==> config.mk <==
export PLATFORM = sky130hd
export DESIGN_NAME = mffr_fault_flags
export DESIGN_NICKNAME = d
export VERILOG_FILES = /design/src/common/mffr_pkg.sv /design/src/mffr_flag_bank.sv /design/src/mffr_link_check.sv /design/src/mffr_fault_flags.sv
export SDC_FILE = /design/constraint.sdc
export NUM_CORES = 1
export LEC_CHECK = 0
export BUFFER_PORTS_ARGS = -buffer_cell sky130_fd_sc_hd__buf_2
export CAP_MARGIN = 30
export CORE_MARGIN = 2
export CORE_UTILIZATION = 52
export CTS_CLUSTER_SIZE = 24
export DETAILED_ROUTE_END_ITERATION = 10
export PLACE_DENSITY_LB_ADDON = 0.15
export SYNTH_ARGS = -nofsm -noshare
export SYNTH_HDL_FRONTEND = slang
export SYNTH_SLANG_ARGS = --single-unit
export TNS_END_PERCENT = 5
==> constraint.sdc <==
create_clock -name sys_clk -period 5.1 [get_ports sys_clk]
set_input_delay 0.51 -clock sys_clk [delete_from_list [all_inputs] [get_ports sys_clk]]
set_output_delay 0.51 -clock sys_clk [all_outputs]
set_load 0.03 [all_outputs]
==> src/common/mffr_pkg.sv <==
// package: offsets, field positions and carriers of the fault flag bank
package mffr_pkg;
  localparam int         REG_W         = 16;
  localparam int         ADDR_W        = 8;
  localparam int         CELLS         = 16;
  localparam int         AUX_CH        = 8;
  localparam int         SYS_ANALOG_W  = 4;
  // byte offsets of the 16-bit registers on the command interface
  localparam logic [7:0] OFS_SUMMARY   = 8'h52;
  localparam logic [7:0] OFS_CELL_LOW  = 8'h54;
  localparam logic [7:0] OFS_CELL_HIGH = 8'h56;
  localparam logic [7:0] OFS_AUX       = 8'h58;
  localparam logic [7:0] OFS_CMP_LOW   = 8'h5A;
  localparam logic [7:0] OFS_CMP_HIGH  = 8'h5C;
  localparam logic [7:0] OFS_LINK      = 8'h5E;
  // field positions
  localparam int         AUX_LOW_LSB   = 8;
  localparam int         AUX_HIGH_LSB  = 0;
  localparam int         LINK_UP_ERR   = 15;
  localparam int         LINK_LO_ERR   = 14;
  localparam int         LINK_UP_ABORT = 13;
  localparam int         LINK_LO_ABORT = 12;
  localparam int         SUM_CELL_LOW  = 15;
  localparam int         SUM_CELL_HIGH = 14;
  localparam int         SUM_AUX_LOW   = 13;
  localparam int         SUM_AUX_HIGH  = 12;
  localparam int         SUM_CMP_LOW   = 11;
  localparam int         SUM_CMP_HIGH  = 10;
  localparam int         SUM_LINK      = 9;
  // reset values and abort mismatch count
  localparam logic [15:0] FLAGS_RESET  = 16'h0000;
  localparam logic [1:0]  ERR_CNT_RESET = 2'h0;
  localparam logic [1:0]  ABORT_COUNT   = 2'h2;

  typedef struct packed {
    logic        wr;
    logic        rd;
    logic [7:0]  addr;
    logic [15:0] wdata;
  } mffr_reg_req_t;

  typedef struct packed {
    logic        valid;
    logic        is_aux;
    logic [3:0]  chan;
    logic [15:0] value;
  } mffr_result_t;

  typedef struct packed {
    logic frame_start;
    logic frame_end;
    logic bit_valid;
    logic bit_val;
    logic bit_cmp;
  } mffr_link_rx_t;

  typedef enum logic [2:0] {
    LNK_IDLE    = 3'b001,
    LNK_FRAME   = 3'b010,
    LNK_STOPPED = 3'b100
  } mffr_link_state_t;
endpackage

==> src/mffr_flag_bank.sv <==
// one 16-bit write-one-to-clear flag register with optional self-clearing
`timescale 1ns/100ps
module mffr_flag_bank
  import mffr_pkg::*;
(
  input  wire logic              sys_clk,
  input  wire logic              srst,
  input  wire logic [REG_W-1:0]  set,
  input  wire logic [REG_W-1:0]  cond,
  input  wire logic [REG_W-1:0]  clr,
  input  wire logic              auto_clr_en,
  output logic      [REG_W-1:0]  flags
);
  wire logic [REG_W-1:0] auto_clr;
  wire logic [REG_W-1:0] next_flags;

  // condition gone and self-clearing allowed
  assign auto_clr   = auto_clr_en ? ~cond : {REG_W{1'b0}};
  // set wins over both kinds of clear
  assign next_flags = (flags & ~clr & ~auto_clr) | set;

  always_ff @(posedge sys_clk) begin
    if (srst) begin
      flags <= FLAGS_RESET;
    end else begin
      flags <= next_flags;
    end
  end
endmodule // mffr_flag_bank

==> src/mffr_link_check.sv <==
// complement check and frame stop for one daisy-chain receive port
`timescale 1ns/100ps
module mffr_link_check
  import mffr_pkg::*;
(
  input  wire logic          sys_clk,
  input  wire logic          srst,
  input  wire mffr_link_rx_t rx,
  output logic               comp_err,
  output logic               frame_abort,
  output logic               frame_stop
);
  mffr_link_state_t state;
  mffr_link_state_t next_state;
  logic [1:0]       err_cnt;

  wire logic mismatch;
  wire logic checking;
  wire logic abort_now;

  assign checking  = (state == LNK_FRAME) && rx.bit_valid;
  // a good bit arrives together with its inverse
  assign mismatch  = checking && (rx.bit_val == rx.bit_cmp);
  assign abort_now = mismatch && (err_cnt == ABORT_COUNT - 2'h1);

  always_comb begin
    next_state = state;
    case (state)
      LNK_IDLE:    if (rx.frame_start) next_state = LNK_FRAME;
      LNK_FRAME: begin
        if (rx.frame_end) next_state = LNK_IDLE;
        else if (abort_now) next_state = LNK_STOPPED;
      end
      LNK_STOPPED: if (rx.frame_end) next_state = LNK_IDLE;
      default:     next_state = LNK_IDLE;
    endcase
  end

  always_ff @(posedge sys_clk) begin
    if (srst) begin
      state       <= LNK_IDLE;
      err_cnt     <= ERR_CNT_RESET;
      comp_err    <= 1'b0;
      frame_abort <= 1'b0;
      frame_stop  <= 1'b0;
    end else begin
      state       <= next_state;
      err_cnt     <= (state == LNK_IDLE) ? ERR_CNT_RESET
                   : err_cnt + {1'b0, mismatch};
      comp_err    <= mismatch;
      frame_abort <= abort_now;
      frame_stop  <= (next_state == LNK_STOPPED);
    end
  end
endmodule // mffr_link_check

==> src/mffr_fault_flags.sv <==
// fault flag register group: cell, aux, comparator and link error flags
`timescale 1ns/100ps
module mffr_fault_flags
  import mffr_pkg::*;
(
  input  wire logic                                sys_clk,
  input  wire logic                                srst,
  input  wire mffr_pkg::mffr_reg_req_t             reg_req,
  output logic [mffr_pkg::REG_W-1:0]               reg_rdata,
  output logic                                     reg_rvalid,
  input  wire logic                                self_clear_mode,
  input  wire mffr_pkg::mffr_result_t              result,
  input  wire logic [15:0]                         cell_low_threshold,
  input  wire logic [15:0]                         cell_high_threshold,
  input  wire logic [7:0][15:0]                    aux_low_threshold,
  input  wire logic [7:0][15:0]                    aux_high_threshold,
  input  wire logic [mffr_pkg::CELLS-1:0]          comparator_low_in,
  input  wire logic [mffr_pkg::CELLS-1:0]          comparator_high_in,
  input  wire logic [mffr_pkg::SYS_ANALOG_W-1:0]   system_fault_flags,
  input  wire mffr_pkg::mffr_link_rx_t             upper_chain_port,
  input  wire mffr_pkg::mffr_link_rx_t             lower_chain_port,
  output logic                                     upper_frame_stop,
  output logic                                     lower_frame_stop
);
  import mffr_pkg::*;

  // write-one-to-clear mask for one register offset
  function automatic logic [REG_W-1:0] w1c(input mffr_reg_req_t req,
                                           input logic [7:0] ofs);
    w1c = (req.wr && req.addr == ofs) ? req.wdata : {REG_W{1'b0}};
  endfunction

  // whole-type clear from a one written to a summary bit
  function automatic logic [REG_W-1:0] sum_clr(input mffr_reg_req_t req,
                                               input int bitpos);
    sum_clr = (req.wr && req.addr == OFS_SUMMARY && req.wdata[bitpos])
            ? {REG_W{1'b1}} : {REG_W{1'b0}};
  endfunction

  logic [REG_W-1:0] cell_low_voltage_flags;
  logic [REG_W-1:0] cell_high_voltage_flags;
  logic [REG_W-1:0] aux_threshold_flags;
  logic [REG_W-1:0] comparator_low_flags;
  logic [REG_W-1:0] comparator_high_flags;
  logic [REG_W-1:0] link_error_flags;

  // latest comparison of each stored result
  logic [CELLS-1:0]  cell_low_cond;
  logic [CELLS-1:0]  cell_high_cond;
  logic [AUX_CH-1:0] aux_low_cond;
  logic [AUX_CH-1:0] aux_high_cond;

  // analog-die comparator outputs are asynchronous to sys_clk
  logic [CELLS-1:0] cmp_low_meta;
  logic [CELLS-1:0] cmp_low_s;
  logic [CELLS-1:0] cmp_high_meta;
  logic [CELLS-1:0] cmp_high_s;

  wire logic [15:0] aux_lo_thr;
  wire logic [15:0] aux_hi_thr;
  wire logic        cell_hit;
  wire logic        aux_hit;
  wire logic [15:0] chan_onehot;
  wire logic        below_cell;
  wire logic        above_cell;
  wire logic        below_aux;
  wire logic        above_aux;

  assign chan_onehot = 16'h0001 << result.chan;
  assign cell_hit    = result.valid && !result.is_aux;
  assign aux_hit     = result.valid && result.is_aux && !result.chan[3];
  assign aux_lo_thr  = aux_low_threshold[result.chan[2:0]];
  assign aux_hi_thr  = aux_high_threshold[result.chan[2:0]];
  assign below_cell  = result.value < cell_low_threshold;
  assign above_cell  = result.value > cell_high_threshold;
  assign below_aux   = result.value < aux_lo_thr;
  assign above_aux   = result.value > aux_hi_thr;

  always_ff @(posedge sys_clk) begin
    if (srst) begin
      cell_low_cond  <= '0;
      cell_high_cond <= '0;
      aux_low_cond   <= '0;
      aux_high_cond  <= '0;
    end else begin
      if (cell_hit) begin
        cell_low_cond  <= below_cell ? (cell_low_cond | chan_onehot)
                                     : (cell_low_cond & ~chan_onehot);
        cell_high_cond <= above_cell ? (cell_high_cond | chan_onehot)
                                     : (cell_high_cond & ~chan_onehot);
      end
      if (aux_hit) begin
        aux_low_cond  <= below_aux ? (aux_low_cond | chan_onehot[7:0])
                                   : (aux_low_cond & ~chan_onehot[7:0]);
        aux_high_cond <= above_aux ? (aux_high_cond | chan_onehot[7:0])
                                   : (aux_high_cond & ~chan_onehot[7:0]);
      end
    end
  end

  always_ff @(posedge sys_clk) begin
    if (srst) begin
      cmp_low_meta  <= '0;
      cmp_low_s     <= '0;
      cmp_high_meta <= '0;
      cmp_high_s    <= '0;
    end else begin
      cmp_low_meta  <= comparator_low_in;
      cmp_low_s     <= cmp_low_meta;
      cmp_high_meta <= comparator_high_in;
      cmp_high_s    <= cmp_high_meta;
    end
  end

  // link checkers
  logic up_err;
  logic up_abort;
  logic lo_err;
  logic lo_abort;

  mffr_link_check u_upper (
    .sys_clk     (sys_clk),
    .srst        (srst),
    .rx          (upper_chain_port),
    .comp_err    (up_err),
    .frame_abort (up_abort),
    .frame_stop  (upper_frame_stop)
  );

  mffr_link_check u_lower (
    .sys_clk     (sys_clk),
    .srst        (srst),
    .rx          (lower_chain_port),
    .comp_err    (lo_err),
    .frame_abort (lo_abort),
    .frame_stop  (lower_frame_stop)
  );

  // clears from register writes and summary writes
  wire logic [REG_W-1:0] clr_cell_low;
  wire logic [REG_W-1:0] clr_cell_high;
  wire logic [REG_W-1:0] clr_aux;
  wire logic [REG_W-1:0] clr_cmp_low;
  wire logic [REG_W-1:0] clr_cmp_high;
  wire logic [REG_W-1:0] clr_link;

  assign clr_cell_low  = w1c(reg_req, OFS_CELL_LOW)
                       | sum_clr(reg_req, SUM_CELL_LOW);
  assign clr_cell_high = w1c(reg_req, OFS_CELL_HIGH)
                       | sum_clr(reg_req, SUM_CELL_HIGH);
  assign clr_aux       = w1c(reg_req, OFS_AUX)
                       | (sum_clr(reg_req, SUM_AUX_LOW) & 16'hFF00)
                       | (sum_clr(reg_req, SUM_AUX_HIGH) & 16'h00FF);
  assign clr_cmp_low   = w1c(reg_req, OFS_CMP_LOW)
                       | sum_clr(reg_req, SUM_CMP_LOW);
  assign clr_cmp_high  = w1c(reg_req, OFS_CMP_HIGH)
                       | sum_clr(reg_req, SUM_CMP_HIGH);
  assign clr_link      = w1c(reg_req, OFS_LINK)
                       | sum_clr(reg_req, SUM_LINK);

  // interlock: any analog fault, masked or not, holds every comparator flag against self-clearing
  wire logic analog_busy;
  wire logic cmp_auto_ok;
  wire logic [REG_W-1:0] aux_cond;
  wire logic [REG_W-1:0] link_set;

  assign analog_busy = (|system_fault_flags) | (|cmp_low_s)
                     | (|cmp_high_s);
  assign cmp_auto_ok = self_clear_mode && !analog_busy;
  assign aux_cond    = {aux_low_cond, aux_high_cond};
  assign link_set    = {up_err, lo_err, up_abort, lo_abort,
                        12'h000};

  mffr_flag_bank u_cell_low (
    .sys_clk     (sys_clk),
    .srst        (srst),
    .set         (cell_low_cond),
    .cond        (cell_low_cond),
    .clr         (clr_cell_low),
    .auto_clr_en (self_clear_mode),
    .flags       (cell_low_voltage_flags)
  );

  mffr_flag_bank u_cell_high (
    .sys_clk     (sys_clk),
    .srst        (srst),
    .set         (cell_high_cond),
    .cond        (cell_high_cond),
    .clr         (clr_cell_high),
    .auto_clr_en (self_clear_mode),
    .flags       (cell_high_voltage_flags)
  );

  mffr_flag_bank u_aux (
    .sys_clk     (sys_clk),
    .srst        (srst),
    .set         (aux_cond),
    .cond        (aux_cond),
    .clr         (clr_aux),
    .auto_clr_en (self_clear_mode),
    .flags       (aux_threshold_flags)
  );

  mffr_flag_bank u_cmp_low (
    .sys_clk     (sys_clk),
    .srst        (srst),
    .set         (cmp_low_s),
    .cond        (cmp_low_s),
    .clr         (clr_cmp_low),
    .auto_clr_en (cmp_auto_ok),
    .flags       (comparator_low_flags)
  );

  mffr_flag_bank u_cmp_high (
    .sys_clk     (sys_clk),
    .srst        (srst),
    .set         (cmp_high_s),
    .cond        (cmp_high_s),
    .clr         (clr_cmp_high),
    .auto_clr_en (cmp_auto_ok),
    .flags       (comparator_high_flags)
  );

  // link errors are events, never self-clearing
  mffr_flag_bank u_link (
    .sys_clk     (sys_clk),
    .srst        (srst),
    .set         (link_set),
    .cond        (16'h0000),
    .clr         (clr_link),
    .auto_clr_en (1'b0),
    .flags       (link_error_flags)
  );

  // read path; summary follows current flags, latched or not
  wire logic [REG_W-1:0] summary;
  wire logic [REG_W-1:0] read_mux;

  assign summary = {|cell_low_voltage_flags,
                    |cell_high_voltage_flags,
                    |aux_threshold_flags[15:8],
                    |aux_threshold_flags[7:0],
                    |comparator_low_flags,
                    |comparator_high_flags,
                    |link_error_flags,
                    9'h000};
  assign read_mux =
      (reg_req.addr == OFS_SUMMARY)   ? summary :
      (reg_req.addr == OFS_CELL_LOW)  ? cell_low_voltage_flags :
      (reg_req.addr == OFS_CELL_HIGH) ? cell_high_voltage_flags :
      (reg_req.addr == OFS_AUX)       ? aux_threshold_flags :
      (reg_req.addr == OFS_CMP_LOW)   ? comparator_low_flags :
      (reg_req.addr == OFS_CMP_HIGH)  ? comparator_high_flags :
      (reg_req.addr == OFS_LINK)      ? link_error_flags :
      16'h0000;

  always_ff @(posedge sys_clk) begin
    if (srst) begin
      reg_rdata  <= 16'h0000;
      reg_rvalid <= 1'b0;
    end else begin
      reg_rdata  <= reg_req.rd ? read_mux : 16'h0000;
      reg_rvalid <= reg_req.rd;
    end
  end
endmodule // mffr_fault_flags

# ---- Word-level counts from Yosys, hierarchy flattened
# Cells that the tools add are included.
# Widths: inputs -> output; s select.
dict set report classes {
  addsub 2
  n_lt_le_gt_ge 5
  n_eq_ne 19
  shift 1
  n_mux 43
  n_bitwise 53
  reduce_logical 41
}
# op count
set op_table {}
lappend op_table {{$mux 16} 28}
lappend op_table {{$not 16->16} 17}
lappend op_table {{$or 16x16->16} 14}
lappend op_table {{$and 16x16->16} 13}
lappend op_table {{$reduce_or 16->1} 7}
lappend op_table {{$bmux 16 s3} 2}
lappend op_table {{$eq 8x7->1 const B} 7}
lappend op_table {{$gt 16x16->1} 2}
lappend op_table {{$lt 16x16->1} 2}
lappend op_table {{$logic_and 1x1->1} 24}
lappend op_table {{$mux 3} 8}
lappend op_table {{$mux 8} 3}
lappend op_table {{$pmux 3 s3} 2}
lappend op_table {{$and 8x8->8} 2}
lappend op_table {{$or 16x8->16} 1}
lappend op_table {{$or 8x8->8} 2}
lappend op_table {{$reduce_or 8->1} 2}
lappend op_table {{$shl 1x4->16 const A} 1}
lappend op_table {{$eq 3x3->1 const B} 4}
lappend op_table {{$not 8->8} 1}
lappend op_table {{$eq 3x1->1 const B} 2}
lappend op_table {{$eq 3x2->1 const B} 2}
lappend op_table {{$reduce_or 2->1} 3}
lappend op_table {{$add 2x1->2} 2}
lappend op_table {{other kinds (8)} 13}
dict set report totals {
  ff_bits 241
  inputBits 385
}

# ---- Longest topological paths before layout
dict set report logic_depth {
  ltp_word 10
  mapped_depth 11
}

# ---- Hierarchy
# Synthesis repeated with hierarchy kept, for this count alone.
dict set report unflattened {
  cells_unflattened 1541
  area_unflattened_um2 13999.7
}
# module instances cells_each area_per_inst_um2 seq_area_each_um2
set by_module_without_submodules {}
lappend by_module_without_submodules {mffr_fault_flags 1 977 9312.7 2582.5}
lappend by_module_without_submodules {mffr_flag_bank 6 83 660.6 320.3}
lappend by_module_without_submodules {mffr_link_check 2 33 361.6 160.2}

# ---- Worst setup path after synthesis
# OpenSTA, ideal clock, no wires.
dict set report synth_path {
  kind {in2reg}
  startpoint {input port result[16] in the netlist's numbering}
  endpoint {register with a tool-made name}
  setup_time_ps 151
  arrival_ps 3548
  required_time_ps 4949
  path_slack_ps 1401
  cell_stages 11
  n_path_buf 3
  cell_sequence {clkbuf_1 buf_2 buf_2 mux4_2 mux2i_1 ha_1 a21oi_1 o21ai_0 a21o_1 a2111oi_0 o31ai_1}
}
# element line_no
set synth_rtl {}
lappend synth_rtl {{start, declared} mffr_fault_flags.sv:12} ;# input wire mffr_pkg::mffr_result_t result,

==> impl_metrics.toml <==
[clock_tree]
cts_hold_buffers = 0
cts_resized = 0
post_cts_buffers = 0
ctsRootBufferMaster = "clkbuf_16"
clk_latency_ns = 0.52
clk_path_buf_depth = 3
cts_buffers = 25
clock-sinks = 241
htreeDepth = 1
tritoncts = "yes"
clk_pin_slew_worst_paths_ns = 0.06

[cells_and_area]
nNetsFinal = 2140
final_util = 0.656
finalNonFillerCells = 2033
stdcell_area_sq_um = 15800
drive_above_1_share = 0.331
syn2layout_area_growth_pct = 25.0

[placement]
dpl-instance-area_sq_um = 14900
hpwl_um = 38600
port_buffers = 403
dpl.cell_count = 1988
routabilityCongestion = 1.01

[sta]
slew_headroom = 0.310
period_share = 0.706
fin_skew_ns = 0.0188
setup_tns_ns = 0
worst_pin_slew_ns = 1.03
grt_setup_unrepaired = "no"
period_minus_slack_ns = 3.60
finalSetupViolCount = 0
max_clock_freq_mhz = 278
worst_hold_slack_ns = 0.191
slew_violations = 0
hold_violations = 0

[logic_synthesis]
ys_async_sr_fraction = 0
synth_edf_count = 0
syn_area_sq_um = 12600
synth_compound_area_frac = 0.161
synth.avg_cell_area_sq_um = 9.60
synth-xor-area-share = 0.00346
synth-seq-cells = 241
postSynthNetCount = 1766
yosysWarnings = 0
synth_fa_ha_area_frac = 0.0633
muxShareOfSynthArea = 0.148
yosys.area_share.simple = 0.209
synth-main-ff-cell = "dfxtp_1"
synth_seq_area_share = 0.381
synth_top_family_by_area = "simple AND/OR/NAND/NOR gates"
synth_cell_types = 74
syn_inst = 1317

[power_and_ir_drop]
power.density_nw_per_um2 = 289
leakagePower_nw = 6.75
ir_worst_vdd_uv = 269

[routing]
routed_wl_um = 47900
drc = 0
vias = 12400
drt_pass1_iterations = 9
viasPerCell = 6.12
wl_per_cell_um = 23.6
antenna_left = 0
drt_iter0_markers = 1350

[critical_path]
cp-end-kind = "flop"
crit_type = "input pin to flop"
path_max_fanout = 48
startpoint_type = "input pin"
cp.required_ns = 5.46
arrival_ns = 3.96

[floorplan]
die_w_um = 160
start_util = 0.525
die_y_um = 160
io_pins = 404
fp.coreArea_sq_um = 24100
dieArea_sq_um = 25600
num_rows = 57

[global_route]
antenna_found_initial = 1
grt_usage = 0.361
grt_pass1_vias = 11900
grt_overflow_total = 0
grt_pass1_wl_um = 70300
grt_start_max_net_pins = 70

[job]
cap_violations = 0

[run_status]
outcome = "finished clean"

[hold_path]
hp-class = "input pin to flop"
worst max-delay path: stages:
cell	delay, ns
buf_4	0.64
buf_12	0.30
mux4_2	0.52
mux2i_1	0.22
ha_1	0.28
nor2b_1	0.13
o211ai_1	0.15
a21boi_0	0.13
a2111oi_1	0.87
o31ai_1	0.15
worst paths after layout:
kind | slack (ns) | cells after the start | endpoint | start
setup / recovery | 1.50 | 10 | flop | result[16]
hold / removal | 0.19 | 2 | cmp_high_meta[2]$_SDFF_PP0_ | comparator_high_in[2]
setup reg to reg | 2.99 | 5 | u_cmp_high.flags[14]$_SDFF_PP0_ | cmp_low_s[9]$_SDFF_PP0_
hold reg to reg | 0.43 | 1 | cmp_high_s[5]$_SDFF_PP0_ | cmp_high_meta[5]$_SDFF_PP0_
where the power goes:
group / total, mW / internal (mW) / switching [mW]
combinational: 0.726 / 0.337 / 0.388
sequential: 1.96 / 1.93 / 0.0334
clock: 1.89 / 1.14 / 0.749
total: 4.58 / 3.41 / 1.17
per-stage QoR:
step	power, mW	worst slack, ns
floorplan	2.39	1.40
global placement	2.70	1.10
detailed placement	2.72	1.04
CTS	4.58	1.57
global route	4.74	1.21
finish	4.58	1.50
cell families after synthesis:
logic type | Yosys count
multiplexers | 108
adder cells (fa/ha/maj) | 64
AO/OA/AOI/OAI | 279
XOR/XNOR | 5
flip-flops | 241
buffers and inverters | 109
AND/OR/NAND/NOR | 511
layout make-up:
type                       instances  area [sq um]
fill                            2090          8290
antenna                            1          2.50
clock buffer                      34           719
timing repair buffer             418          2170
sequential                       241          4820
tap                              324           405
inverter                          38           143
multi-input combinational        967          7400
clock inverter                    10           144
synth_stat cells (3+ instances only):
cell type / n / area share
buf_2: 9 / 0.0036
a21boi_0: 3 / 0.0018
a32o_1: 26 / 0.021
a31o_1: 4 / 0.0028
nand2b_1: 8 / 0.0040
o32a_1: 7 / 0.0055
a32oi_1: 5 / 0.0035
nand2_1: 176 / 0.052
xor2_1: 3 / 0.0021
a21o_1: 10 / 0.0059
and2_1: 4 / 0.0020
nor4_1: 34 / 0.017
a31o_2: 22 / 0.015
inv_1: 37 / 0.011
a2111oi_0: 8 / 0.0055
mux2_2: 9 / 0.0080
clkbuf_1: 48 / 0.014
nand3_1: 31 / 0.012
dfxtp_1: 241 / 0.38
and3_1: 14 / 0.0069
mux4_2: 62 / 0.11
nor3_1: 17 / 0.0067
o21a_1: 4 / 0.0024
nand4_1: 17 / 0.0084
a31oi_1: 43 / 0.021
o21ai_0: 42 / 0.017
nor2_1: 64 / 0.019
a22oi_1: 11 / 0.0065
buf_1: 11 / 0.0033
o31ai_1: 21 / 0.012
o211ai_1: 3 / 0.0018
a22o_1: 11 / 0.0076
a21oi_1: 33 / 0.013
and4_1: 6 / 0.0042
nor3b_1: 12 / 0.0071
nand4bb_1: 4 / 0.0036
a211oi_1: 4 / 0.0024
and3b_1: 3 / 0.0021
nor2b_1: 106 / 0.052
mux2i_1: 37 / 0.029
ha_1: 64 / 0.063
cells in the final DEF (no fill, tap or decap), types with 25 or more instances in the layout:
master	Yosys	final
a21oi_1	33	33
o21ai_0	42	42
dfxtp_1	241	241
nand2_1	176	176
a31oi_1	43	43
nor2b_1	106	106
buf_2	9	401
mux4_2	62	62
inv_1	37	37
nor4_1	34	34
a32o_1	26	26
nand3_1	31	31
ha_1	64	64
clkbuf_16	0	25
mux2i_1	37	37
nor2_1	64	64
metal layers:
layer / up-vias / global-route usage / share of wire
li1: 5704 / - / -
met1: 5998 / 0.459 / 0.40
met2: 631 / 0.629 / 0.49
met3: 102 / 0.0465 / 0.074
met4: 0 / 0.132 / 0.040
met5: - / 0 / 0
Note: power is estimated with default switching activity, not from simulation.
